[config.mk]
export PLATFORM = sky130hd
export DESIGN_NAME = bbd_exec
export DESIGN_NICKNAME = d
export VERILOG_FILES = /design/src/rtl/bbd_pkg.sv /design/src/rtl/bbd_decode.sv /design/src/rtl/bbd_ahb_regs.sv /design/src/rtl/bbd_exec.sv
export SDC_FILE = /design/constraint.sdc
export NUM_CORES = 1
export LEC_CHECK = 0
export BUFFER_PORTS_ARGS = -buffer_cell sky130_fd_sc_hd__buf_4
export CAP_MARGIN = 25
export CORE_AREA = 2 2 125 127
export DETAILED_ROUTE_END_ITERATION = 10
export DIE_AREA = 0 0 127 129
export GPL_TIMING_DRIVEN = 0
export PLACE_DENSITY = 0.9
export SLEW_MARGIN = 25
export SYNTH_ARGS = -nofsm -noshare
export SYNTH_HDL_FRONTEND = slang
export SYNTH_SLANG_ARGS = --single-unit
[constraint.sdc]
create_clock -name clk -period 6.1 [get_ports clk]
set_input_delay 0.305 -clock clk [delete_from_list [all_inputs] [get_ports clk]]
set_output_delay 0.305 -clock clk [all_outputs]
set_load 0.05 [all_outputs]
[src/rtl/bbd_pkg.sv]
package bbd_pkg;

    // widths
    localparam int PC_W = 21;
    localparam int MA_W = 12;

    // conditional branch opcodes, upper byte
    localparam logic [7:0] OPC_NEG = 8'hE6;
    localparam logic [7:0] OPC_NO_CARRY = 8'hE3;
    localparam logic [7:0] OPC_NOT_NEG = 8'hE7;
    localparam logic [7:0] OPC_NO_OVF = 8'hE5;
    localparam logic [7:0] OPC_NONZERO = 8'hE1;
    // unconditional branch, top five bits
    localparam logic [4:0] OPC_ALWAYS = 5'h1A;
    // bit set, top nibble
    localparam logic [3:0] OPC_SETBIT = 4'h8;

    // instruction field positions
    localparam int FLD_REG_LSB = 0;
    localparam int FLD_ACC_BIT = 8;
    localparam int FLD_BIT_LSB = 9;
    localparam int COND_OFF_W = 8;
    localparam int LONG_OFF_W = 11;

    // access bank split and indexed window
    localparam logic [7:0] ACC_SPLIT = 8'h60;
    localparam logic [7:0] IDX_LIMIT = 8'h5F;
    localparam logic [3:0] ACC_LO_BANK = 4'h0;
    localparam logic [3:0] ACC_HI_BANK = 4'hF;

    // register byte offsets
    localparam logic [7:0] REG_CTRL = 8'h00;
    localparam logic [7:0] REG_BANK = 8'h04;
    localparam logic [7:0] REG_IDX = 8'h08;
    localparam logic [7:0] REG_STAT = 8'h0C;

    // field positions and reset values
    localparam int CTRL_EXT_BIT = 0;
    localparam int BANK_W = 4;
    localparam int STAT_PHASE_LSB = 0;
    localparam int STAT_NOP_BIT = 2;
    localparam int STAT_TAKEN_BIT = 3;
    localparam int STAT_CNT_LSB = 8;
    localparam logic CTRL_RST = 1'b0;
    localparam logic [3:0] BANK_RST = 4'h0;
    localparam logic [11:0] IDX_RST = 12'h000;

    typedef enum logic [1:0] {PH_Q1, PH_Q2, PH_Q3, PH_Q4} bbd_phase_t;
    typedef enum logic [1:0] {OP_NONE, OP_COND, OP_ALWAYS, OP_SETBIT}
        bbd_op_t;

    typedef struct packed {
        logic neg;
        logic ovf;
        logic zero;
        logic carry;
    } bbd_flags_t;

    typedef struct packed {
        bbd_op_t op;
        logic taken;
    } bbd_dec_t;

    typedef struct packed {
        logic rd;
        logic wr;
        logic [11:0] addr;
        logic [7:0] wdata;
    } bbd_memreq_t;

endpackage

[src/rtl/bbd_decode.sv]
`timescale 1ns/10ps
`default_nettype none
module bbd_decode import bbd_pkg::*; (
    // instruction and flags
    input wire logic [15:0] instr,
    input wire bbd_flags_t flg,
    // decode result
    output bbd_dec_t dec
);
    wire [7:0] hi = instr[15:8];
    wire is_neg = (hi == OPC_NEG); // RQ1
    wire is_nc = (hi == OPC_NO_CARRY); // RQ5
    wire is_nn = (hi == OPC_NOT_NEG); // RQ6
    wire is_nov = (hi == OPC_NO_OVF); // RQ7
    wire is_nz = (hi == OPC_NONZERO); // RQ8
    wire is_cond = is_neg | is_nc | is_nn | is_nov | is_nz;
    wire is_always = (instr[15:11] == OPC_ALWAYS); // RQ9
    wire is_set = (instr[15:12] == OPC_SETBIT); // RQ11
    wire cond_hit = (is_neg & flg.neg) // RQ1
        | (is_nc & ~flg.carry) // RQ5
        | (is_nn & ~flg.neg) // RQ6
        | (is_nov & ~flg.ovf) // RQ7
        | (is_nz & ~flg.zero); // RQ8
    wire bbd_op_t op_w = is_cond ? OP_COND :
        is_always ? OP_ALWAYS :
        is_set ? OP_SETBIT : OP_NONE;
    wire tk_w = cond_hit | is_always;
    assign dec = {op_w, tk_w};
endmodule
`default_nettype wire

[src/rtl/bbd_ahb_regs.sv]
`timescale 1ns/10ps
`default_nettype none
module bbd_ahb_regs import bbd_pkg::*; (
    // clock and reset
    input wire logic clk,
    input wire logic rst_n,
    // ahb-lite slave
    input wire logic hsel,
    input wire logic [31:0] haddr,
    input wire logic [1:0] htrans,
    input wire logic hwrite,
    input wire logic [2:0] hsize,
    input wire logic [31:0] hwdata,
    input wire logic hready,
    output logic [31:0] hrdata,
    output logic hreadyout,
    output logic hresp,
    // block side
    input wire logic [31:0] stat_word,
    output logic ext_en,
    output logic [3:0] bank,
    output logic [11:0] idx_base
);
    logic wr_pend_r;
    logic [7:0] wr_addr_r;
    logic ext_r, ext_nxt;
    logic [3:0] bank_r, bank_nxt;
    logic [11:0] idx_r, idx_nxt;
    logic [31:0] hrdata_r;
    logic ready_r;
    logic resp_r;

    // only whole-word single transfers are expected; size is not checked
    wire addr_ok = hsel & htrans[1] & hready;
    wire [7:0] ra = haddr[7:0];
    wire do_wr = wr_pend_r;
    wire wr_ctrl = do_wr & (wr_addr_r == REG_CTRL);
    wire wr_bank = do_wr & (wr_addr_r == REG_BANK);
    wire wr_idx = do_wr & (wr_addr_r == REG_IDX);

    assign ext_nxt = wr_ctrl ? hwdata[CTRL_EXT_BIT] : ext_r;
    assign bank_nxt = wr_bank ? hwdata[BANK_W-1:0] : bank_r;
    assign idx_nxt = wr_idx ? hwdata[MA_W-1:0] : idx_r;

    // read sees a write that completes in the same cycle
    wire [31:0] rd_mux =
        (ra == REG_CTRL) ? {31'h0, ext_nxt} :
        (ra == REG_BANK) ? {28'h0, bank_nxt} :
        (ra == REG_IDX) ? {20'h0, idx_nxt} :
        (ra == REG_STAT) ? stat_word : 32'h0;

    always_ff @(posedge clk or negedge rst_n) begin
        if (!rst_n) begin
            wr_pend_r <= 1'b0;
            wr_addr_r <= 8'h00;
            ext_r <= CTRL_RST;
            bank_r <= BANK_RST;
            idx_r <= IDX_RST;
            hrdata_r <= 32'h0;
            ready_r <= 1'b1;
            resp_r <= 1'b0;
        end else begin
            wr_pend_r <= addr_ok & hwrite;
            if (addr_ok) begin
                wr_addr_r <= ra;
            end
            if (addr_ok & ~hwrite) begin
                hrdata_r <= rd_mux;
            end
            ext_r <= ext_nxt;
            bank_r <= bank_nxt;
            idx_r <= idx_nxt;
            ready_r <= 1'b1;
            resp_r <= 1'b0;
        end
    end

    assign hrdata = hrdata_r;
    assign hreadyout = ready_r;
    assign hresp = resp_r;
    assign ext_en = ext_r;
    assign bank = bank_r;
    assign idx_base = idx_r;
endmodule
`default_nettype wire

[src/rtl/bbd_exec.sv]
`timescale 1ns/10ps
`default_nettype none
// Contract
// RQ1: opcode E6 branches when negative set
// RQ2: signed offset, target incremented pc plus 2n
// RQ3: one cycle untaken, two cycles taken
// RQ4: decode, read, process, write pc Q4
// RQ5: opcode E3 branches when carry clear
// RQ6: opcode E7 branches when negative clear
// RQ7: opcode E5 branches when overflow clear
// RQ8: opcode E1 branches when zero clear
// RQ9: 11010 prefix is unconditional 11-bit branch
// RQ10: unconditional branch always two cycles
// RQ11: top nibble 8 sets one bit
// RQ12: access bit picks access or banked address
// RQ13: extended mode low registers use indexed offset
// RQ14: taken branch flushes prefetch, refetches target
module bbd_exec import bbd_pkg::*; #(
    parameter int PCW = PC_W
) (
    // clock and reset
    input wire logic clk,
    input wire logic arst_n,
    // ahb-lite slave
    input wire logic hsel,
    input wire logic [31:0] haddr,
    input wire logic [1:0] htrans,
    input wire logic hwrite,
    input wire logic [2:0] hsize,
    input wire logic [31:0] hwdata,
    input wire logic hready,
    output logic [31:0] hrdata,
    output logic hreadyout,
    output logic hresp,
    // instruction fetch
    input wire logic instr_valid,
    input wire logic [15:0] instr_word,
    input wire logic [PCW-1:0] pc_incr,
    // status flags from the core
    input wire bbd_flags_t flags,
    // program counter
    output logic pc_load,
    output logic [PCW-1:0] pc_target,
    output logic fetch_flush,
    // data memory
    input wire logic [7:0] mem_rdata,
    output bbd_memreq_t mem_req,
    // phase and ownership
    output bbd_phase_t q_phase,
    output logic slice_active
);
    // reset release
    logic rst_s1_r, rst_s2_r;
    always_ff @(posedge clk or negedge arst_n) begin
        if (!arst_n) begin
            rst_s1_r <= 1'b0;
            rst_s2_r <= 1'b0;
        end else begin
            rst_s1_r <= 1'b1;
            rst_s2_r <= rst_s1_r;
        end
    end
    wire rst_n = rst_s2_r;

    // register file
    logic ext_en;
    logic [3:0] bank;
    logic [11:0] idx_base;
    logic [31:0] stat_word;

    bbd_ahb_regs u_regs (
        .clk(clk),
        .rst_n(rst_n),
        .hsel(hsel),
        .haddr(haddr),
        .htrans(htrans),
        .hwrite(hwrite),
        .hsize(hsize),
        .hwdata(hwdata),
        .hready(hready),
        .hrdata(hrdata),
        .hreadyout(hreadyout),
        .hresp(hresp),
        .stat_word(stat_word),
        .ext_en(ext_en),
        .bank(bank),
        .idx_base(idx_base)
    );

    // decode of the presented word
    bbd_dec_t dec_w;
    bbd_decode u_dec (
        .instr(instr_word),
        .flg(flags),
        .dec(dec_w)
    );

    // state
    bbd_phase_t phase_r, phase_nxt;
    bbd_op_t op_r;
    logic taken_r;
    logic [15:0] instr_r;
    logic [PCW-1:0] base_r;
    logic [PCW-1:0] target_r;
    logic nop_r;
    logic pc_load_r;
    logic [PCW-1:0] pc_out_r;
    logic mem_rd_r;
    logic mem_wr_r;
    logic [11:0] mem_addr_r;
    logic [7:0] mem_wdata_r;
    logic last_taken_r;
    logic [7:0] taken_cnt_r;
    logic active_r;

    // phase sequencer
    always_comb begin
        case (phase_r)
            PH_Q1: phase_nxt = PH_Q2;
            PH_Q2: phase_nxt = PH_Q3;
            PH_Q3: phase_nxt = PH_Q4;
            PH_Q4: phase_nxt = PH_Q1;
            default: phase_nxt = PH_Q1;
        endcase
    end

    wire at_q1 = (phase_r == PH_Q1);
    wire at_q2 = (phase_r == PH_Q2);
    wire at_q3 = (phase_r == PH_Q3);
    wire at_q4 = (phase_r == PH_Q4);

    // the word fetched during a flush cycle is stale and is dropped
    wire accept = at_q1 & instr_valid & ~nop_r; // RQ14
    wire is_branch = (op_r == OP_COND) | (op_r == OP_ALWAYS);
    wire is_set = (op_r == OP_SETBIT);

    // offset literal, sign extended and doubled
    wire [7:0] off_short = instr_r[COND_OFF_W-1:0];
    wire [10:0] off_long = instr_r[LONG_OFF_W-1:0];
    wire [10:0] off_sel = (op_r == OP_ALWAYS) ? off_long : // RQ9
        {{3{off_short[7]}}, off_short}; // RQ2
    wire [PCW-1:0] off_dbl = {{(PCW-12){off_sel[10]}}, off_sel, 1'b0};
    wire [PCW-1:0] target_w = base_r + off_dbl; // RQ2

    // bit set address forming
    wire [7:0] fld = instr_r[FLD_REG_LSB +: 8];
    wire acc_sel = instr_r[FLD_ACC_BIT];
    wire [2:0] bit_idx = instr_r[FLD_BIT_LSB +: 3];
    wire [11:0] acc_addr = (fld < ACC_SPLIT) ?
        {ACC_LO_BANK, fld} : {ACC_HI_BANK, fld};
    wire [11:0] bank_addr = {bank, fld}; // RQ12
    wire [11:0] idx_addr = idx_base + {4'h0, fld}; // RQ13
    wire idx_mode = ~acc_sel & ext_en & (fld <= IDX_LIMIT); // RQ13
    wire [11:0] set_addr = idx_mode ? idx_addr :
        acc_sel ? bank_addr : acc_addr; // RQ12
    wire [7:0] bit_mask = 8'h01 << bit_idx;
    wire [7:0] set_data = mem_rdata | bit_mask; // RQ11

    // flush spans the whole instruction cycle after a taken branch
    wire load_now = at_q3 & is_branch & taken_r; // RQ4
    wire flush_set = at_q4 & is_branch & taken_r; // RQ3
    wire flush_end = at_q4 & nop_r;

    always_ff @(posedge clk or negedge rst_n) begin
        if (!rst_n) begin
            phase_r <= PH_Q1;
        end else begin
            phase_r <= phase_nxt;
        end
    end

    // Q1 decode: latch word, pc and the branch decision
    always_ff @(posedge clk or negedge rst_n) begin
        if (!rst_n) begin
            op_r <= OP_NONE;
            taken_r <= 1'b0;
            instr_r <= 16'h0000;
            base_r <= '0;
            active_r <= 1'b0;
        end else if (at_q1) begin
            op_r <= accept ? dec_w.op : OP_NONE;
            taken_r <= accept & dec_w.taken; // RQ3
            instr_r <= instr_word;
            base_r <= pc_incr;
            active_r <= accept & (dec_w.op != OP_NONE);
        end
    end

    // Q2 read literal and process it into the target
    always_ff @(posedge clk or negedge rst_n) begin
        if (!rst_n) begin
            target_r <= '0;
        end else if (at_q2 & is_branch) begin
            target_r <= target_w; // RQ4
        end
    end

    // Q4 write pc only when taken; untaken Q4 does nothing
    always_ff @(posedge clk or negedge rst_n) begin
        if (!rst_n) begin
            pc_load_r <= 1'b0;
            pc_out_r <= '0;
        end else begin
            pc_load_r <= load_now; // RQ4
            if (load_now) begin
                pc_out_r <= target_r; // RQ10
            end
        end
    end

    // inserted no-operation cycle, prefetch discarded
    always_ff @(posedge clk or negedge rst_n) begin
        if (!rst_n) begin
            nop_r <= 1'b0;
        end else if (flush_set) begin
            nop_r <= 1'b1; // RQ14
        end else if (flush_end) begin
            nop_r <= 1'b0; // RQ10
        end
    end

    // bit set: read in Q3, write back in Q4, flags untouched
    always_ff @(posedge clk or negedge rst_n) begin
        if (!rst_n) begin
            mem_rd_r <= 1'b0;
            mem_wr_r <= 1'b0;
            mem_addr_r <= 12'h000;
            mem_wdata_r <= 8'h00;
        end else begin
            mem_rd_r <= at_q2 & is_set; // RQ11
            mem_wr_r <= at_q3 & is_set; // RQ11
            if (at_q2 & is_set) begin
                mem_addr_r <= set_addr; // RQ12
            end
            if (at_q3 & is_set) begin
                mem_wdata_r <= set_data; // RQ11
            end
        end
    end

    // observation
    always_ff @(posedge clk or negedge rst_n) begin
        if (!rst_n) begin
            last_taken_r <= 1'b0;
            taken_cnt_r <= 8'h00;
        end else if (at_q4 & is_branch) begin
            last_taken_r <= taken_r;
            if (taken_r) begin
                taken_cnt_r <= taken_cnt_r + 8'h01;
            end
        end
    end

    always_comb begin
        stat_word = 32'h0;
        stat_word[STAT_PHASE_LSB +: 2] = phase_r;
        stat_word[STAT_NOP_BIT] = nop_r;
        stat_word[STAT_TAKEN_BIT] = last_taken_r;
        stat_word[STAT_CNT_LSB +: 8] = taken_cnt_r;
    end

    assign pc_load = pc_load_r;
    assign pc_target = pc_out_r;
    assign fetch_flush = nop_r;
    assign mem_req = {mem_rd_r, mem_wr_r, mem_addr_r, mem_wdata_r};
    assign q_phase = phase_r;
    assign slice_active = active_r;
endmodule
`default_nettype wire

# ---- Word-level counts from Yosys, hierarchy flattened
# Cells that the tools add are included.
dict set report totals {
  reg_bits 174
  input_bits 124
  out_inout_bits 82
  wordCells 116
}
dict set report op_classes {
  addsub 3
  n_lt_le_gt_ge 2
  eq_ne 18
  shifts 1
  muxes 18
  bitwise_logic 44
  reduce_logical 6
}
# operator n
set op_table {}
lappend op_table {{$mux 32} 3}
lappend op_table {{$mux 12} 4}
lappend op_table {{$eq 8x8->1 const B} 5}
lappend op_table {{$and 1x1->1} 26}
lappend op_table {{$eq 8x4->1 const B} 3}
lappend op_table {{$add 21x21->21} 1}
lappend op_table {{$eq 8x3->1 const B} 2}
lappend op_table {{$logic_not 8->1} 2}
lappend op_table {{$mux 16} 1}
lappend op_table {{$add 12x8->12} 1}
lappend op_table {{$mux 11} 1}
lappend op_table {{$or 1x1->1} 10}
lappend op_table {{$add 8x1->8 const B} 1}
lappend op_table {{$eq 2x2->1 const B} 4}
lappend op_table {{$le 8x7->1 const B} 1}
lappend op_table {{$lt 8x7->1 const B} 1}
lappend op_table {{$mux 2} 4}
lappend op_table {{$or 8x8->8} 1}
lappend op_table {{$pmux 2 s4} 1}
lappend op_table {{$shl 1x3->8 const A} 1}
lappend op_table {{$not 1->1} 7}
lappend op_table {{$eq 5x5->1 const B} 1}
lappend op_table {{$eq 2x1->1 const B} 2}
lappend op_table {{$eq 4x4->1 const B} 1}
lappend op_table {{5 further kinds} 8}

# ---- Depth between registers and ports, before layout
dict set report logic_depth {
  depth_word 8
  ltp_mapped 12
  ltp_nobuf 11
}

# ---- Modules after synthesis
# A second synthesis with hierarchy kept.
dict set report unflattened {
  hier_cells 756
  hier_area_um2 8474.4
}
# mod instances cells_per_inst area_each_um2 seq_area_each_um2
set by_module_without_submodules {}
lappend by_module_without_submodules {bbd_exec 1 554 5919.4 2902.8}
lappend by_module_without_submodules {bbd_ahb_regs 1 186 2439.8 1451.4}
lappend by_module_without_submodules {bbd_decode 1 16 115.1 0.0}

# ---- Worst setup path before layout
# OpenSTA, ideal clock, no wires.
dict set report synth_timing {
  path_type {register -> register}
  from {register op_r[0]}
  to {register target_r[19]}
  setup_ns 0.095
  arrival_ns 2.675
  t_required_ns 6.005
  path_slack_ns 3.330
  path_stages_with_launch 12
  n_path_buf 0
  synth_period_minus_slack_ns 2.770
  cell_sequence {dfrtp_1 -> inv_1 -> ha_1 -> nand2b_1 -> nand2_1 -> ha_1 -> a21o_1 -> a311o_1 -> a221oi_2 -> nor2_1 -> o31a_1 -> o31ai_1}
}
dict set report synth_between {
  elab_chain_len 3
  elab_cells_between_ends 6
  classes_between {add/sub: 1; eq/ne: 2; mux: 1; bitwise: 2}
}
# element line
set synth_lines {}
lappend synth_lines {{start, declared} bbd_exec.sv:100} ;# bbd_op_t op_r;
lappend synth_lines {{start signal, assigned} bbd_exec.sv:181} ;# op_r <= accept ? dec_w.op : OP_NONE;
lappend synth_lines {{$eq 2x2->1 or $eq 2x1->1 (tied branches)} {bbd_exec.sv:134, bbd_exec.sv:140}}
lappend synth_lines {{$mux 11 or $or 1x1->1 (tied branches)} {bbd_exec.sv:140, bbd_exec.sv:134}}
lappend synth_lines {{$add 21x21->21 or $and 1x1->1 (tied branches)} {bbd_exec.sv:143, bbd_exec.sv:193}}
lappend synth_lines {{end signal, assigned} bbd_exec.sv:194} ;# target_r <= target_w;
lappend synth_lines {{end, declared} bbd_exec.sv:104} ;# logic [PCW-1:0] target_r;
# Several ways; a longest one is shown, not always the timed one.
# A chain may end at the register's enable or synchronous reset.

# ---- Worst setup path after layout
# Ends and elaborated chain as after synthesis.

==> results.yml <==
run_status:
  outcome: "finished clean"
yosys:
  ys_warn_count: 0
  ys_dominant_reg_cell: "dfrtp_1"
  synth_seq_cells: 158
  synthCells: 771
  synth_area_leaders: "dfrtp_1 (50%), mux2_2 (7.6%), nand2_1 (6.7%), ha_1 (5.9%), o21ai_0 (3.3%)"
  synth_cell_types: 56
  synth_top_area_frac: 0.502
  synth.cell_area_um2: 7870
  seq_area_frac_synth: 0.502
  synth-edff-count: 0
  synth.avg_cell_area_um2: 10.2
  yosysTopAreaCell: "dfrtp_1"
  async_flop_share: 1.00
global_route:
  top_usage_layer: "met2"
  grt_pass1_wl_um: 30400
  use_met2: 0.398
  track_usage: 0.237
  antenna_found_initial: 0
  grt-ovfl-total: 0
  met1_usage: 0.310
  grt_pass1_vias: 6042
  grt_max_degree: 57
  met3_usage: 0.0453
timing:
  finalSetupTns_ns: 0
  max_freq_ghz: 0.308
  slew_viol_final: 0
  worst_pin_slew_ns: 0.789
  hold_ws_ns: 0.105
  fin_crit_ns: 3.25
  finalCritPeriodShare: 0.533
  slew_headroom: 0.470
  fin_skew_ns: 0.00779
  rsz0062_at_grt: "false"
  setup_viol: 0
  hold_viol: 0
layout:
  syn_to_final_growth_pct: 25.0
  final_common_cell: "buf_4"
  final_cell_mix: "buf_4 (159), dfrtp_1 (157), nand2_1 (141)"
  fill_cells: 1183
  nNetsFinal: 1112
  layoutNonFillerInstCount: 1150
  regArea_um2: 3960
  insertedDiodeCount: 0
  drive_gt1_frac: 0.263
  final_cell_area_um2: 9840
  multi_input_area_um2: 3650
placement:
  place.gp.congestion: 0.862
  portBuffers: 139
  placed_cell_area_um2: 9270
  dp.cells: 1117
  dp_hpwl_um: 14000
drt:
  totalWireLength_um: 18900
  wl_per_cell_um: 16.5
  vias: 6255
  drcViolationCount: 0
  ant_nets: 0
  drt_iter0_markers: 455
  drt_pass1_iterations: 5
  via_per_inst: 5.44
power:
  ir_worst_vdd_mv: 0.209
  p_total_uw: 2590
  leakagePower_uw: 0.00482
  powerDensity_nw_per_um2: 263
clock_network:
  cts.sinks: 158
  insertion_delay_ns: 0.43
  root_buffer: "clkbuf_16"
  cts_buffer_depth: 2
  clk_pin_slew_worst_paths_ns: 0.07
  numCtsBuffers: 17
  ctsHtreeMaxLevel: 4
  cts_setup_buffers: 0
  tritoncts: "yes"
  cts-resized-gates: 0
die:
  core_area_um2: 15000
  die_x_um: 127
  die_area_um2: 16400
  start_util: 0.526
  rows: 45
  dieHeight_um: 129
  ios: 206
worst_setup_path:
  worst_setup_path_start_kind: "flop"
  crit_fanout: 11
  worstPathRequired_ns: 6.44
  cp_data_arrival_time_ns: 3.59
  cp-end-kind: "flop"
  critPathKind: "flop to flop"
run:
  maxCapViolCount: 0
worst_hold_path:
  hold_path_class: "input pin to flop"
[per-layer routing]
layer  part of all wire  vias up
met3              0.051       43
met1               0.43     2994
li1                   -     3013
met4              0.024        0
met5                  0        -
met2               0.49      205
[kinds of logic (layout without fill, tap and decap cells)]
kind of cell / count (synthesis) / in the layout / share of synthesized area
AND/OR/NAND/NOR: 250 / 250 / 0.140
multiplexers: 65 / 65 / 0.0911
adder cells (fa/ha/maj): 39 / 39 / 0.0639
other: 2 / 19 / 0.000954
XOR/XNOR: 32 / 32 / 0.0356
flip-flops: 158 / 158 / 0.502
buffers and inverters: 66 / 240 / 0.0421
AO/OA/AOI/OAI: 159 / 159 / 0.124
[per-stage QoR]
step                      utilization  worst slack [ns]
after floorplan                     -              1.37
final                           0.657              2.85
after global routing            0.657              2.57
after CTS                       0.657              2.90
after detailed placement        0.619              2.92
after global placement          0.615            -0.205
[sequential cells by signal, summed over array words and instances (netlist names), 12 cells and up]
name             cells
target_r            21
pc_target           21
mem_addr_r          12
u_regs.hrdata       16
instr_r             12
u_regs.idx_base     12
base_r              21
[layout make-up]
type / count / share of cell area
plain buffers: 44 / 0.0253
well taps: 188 / 0.0239
flip-flops and latches: 158 / 0.402
multi-input cells: 564 / 0.371
repair buffers: 142 / 0.113
clock inverters: 13 / 0.0112
inverters: 22 / 0.00840
clock buffers: 19 / 0.0450
[cells in the mapped netlist (all sizes together) (4+ instances only)]
master  number
xnor2       20
a21oi       41
inv         21
nand2      141
nand4b       4
clkbuf      18
o31ai        4
mux2        53
and3         6
nor2b        8
nor3         6
buf         26
o211ai       6
a211oi       4
xor2        12
nand3       14
a22o         5
dfrtp      158
o22ai        7
mux2i       12
ha          37
nand2b       6
a21o         7
nand4        4
nor4         4
nor2        43
o21ai       52
a31oi       14
a32o         4
[where the power goes]
part	total (µW)	switching [µW]	internal (µW)
Combinational	411	233	178
Sequential	1190	61.6	1130
Clock	989	449	540
[timing repair]
| action | in CTS | in global routing |
|---|---|---|
| hold buffers | 1 | 0 |
| hold endpoints to repair | 2 | 0 |
| setup endpoints to repair | 0 | 0 |
[critical path: stages (launching register included)]
cell and delay (ns):
dfrtp_1 0.38, inv_1 0.09, ha_1 0.22, nand2b_1 0.16, nand2_1 0.32, ha_1 0.51
a21o_1 0.21, a311o_1 0.34, a221oi_2 0.35, nor2_1 0.11, o31a_1 0.29, o31ai_1 0.18
[worst paths after layout]
path / cells after the start / end / from / slack, ns
worst max-delay path: 11 / target_r[19]$_DFFE_PN0P_ / op_r[0]$_DFFE_PN0N_ / 2.85
worst min-delay path: 2 / base_r[16]$_DFFE_PN0N_ / pc_incr[16] / 0.10
max in group asynchronous: 1 / target_r[0]$_DFFE_PN0P_ / rst_n$_DFF_PN0_ / 5.03
worst min register to register: 0 / rst_n$_DFF_PN0_ / rst_s1_r$_DFF_PN0_ / 0.36
worst max register to register: 11 / target_r[19]$_DFFE_PN0P_ / op_r[0]$_DFFE_PN0N_ / 2.85
min in group asynchronous: 2 / rst_n$_DFF_PN0_ / arst_n / 0.20
Power figures use the tool's default switching activity.
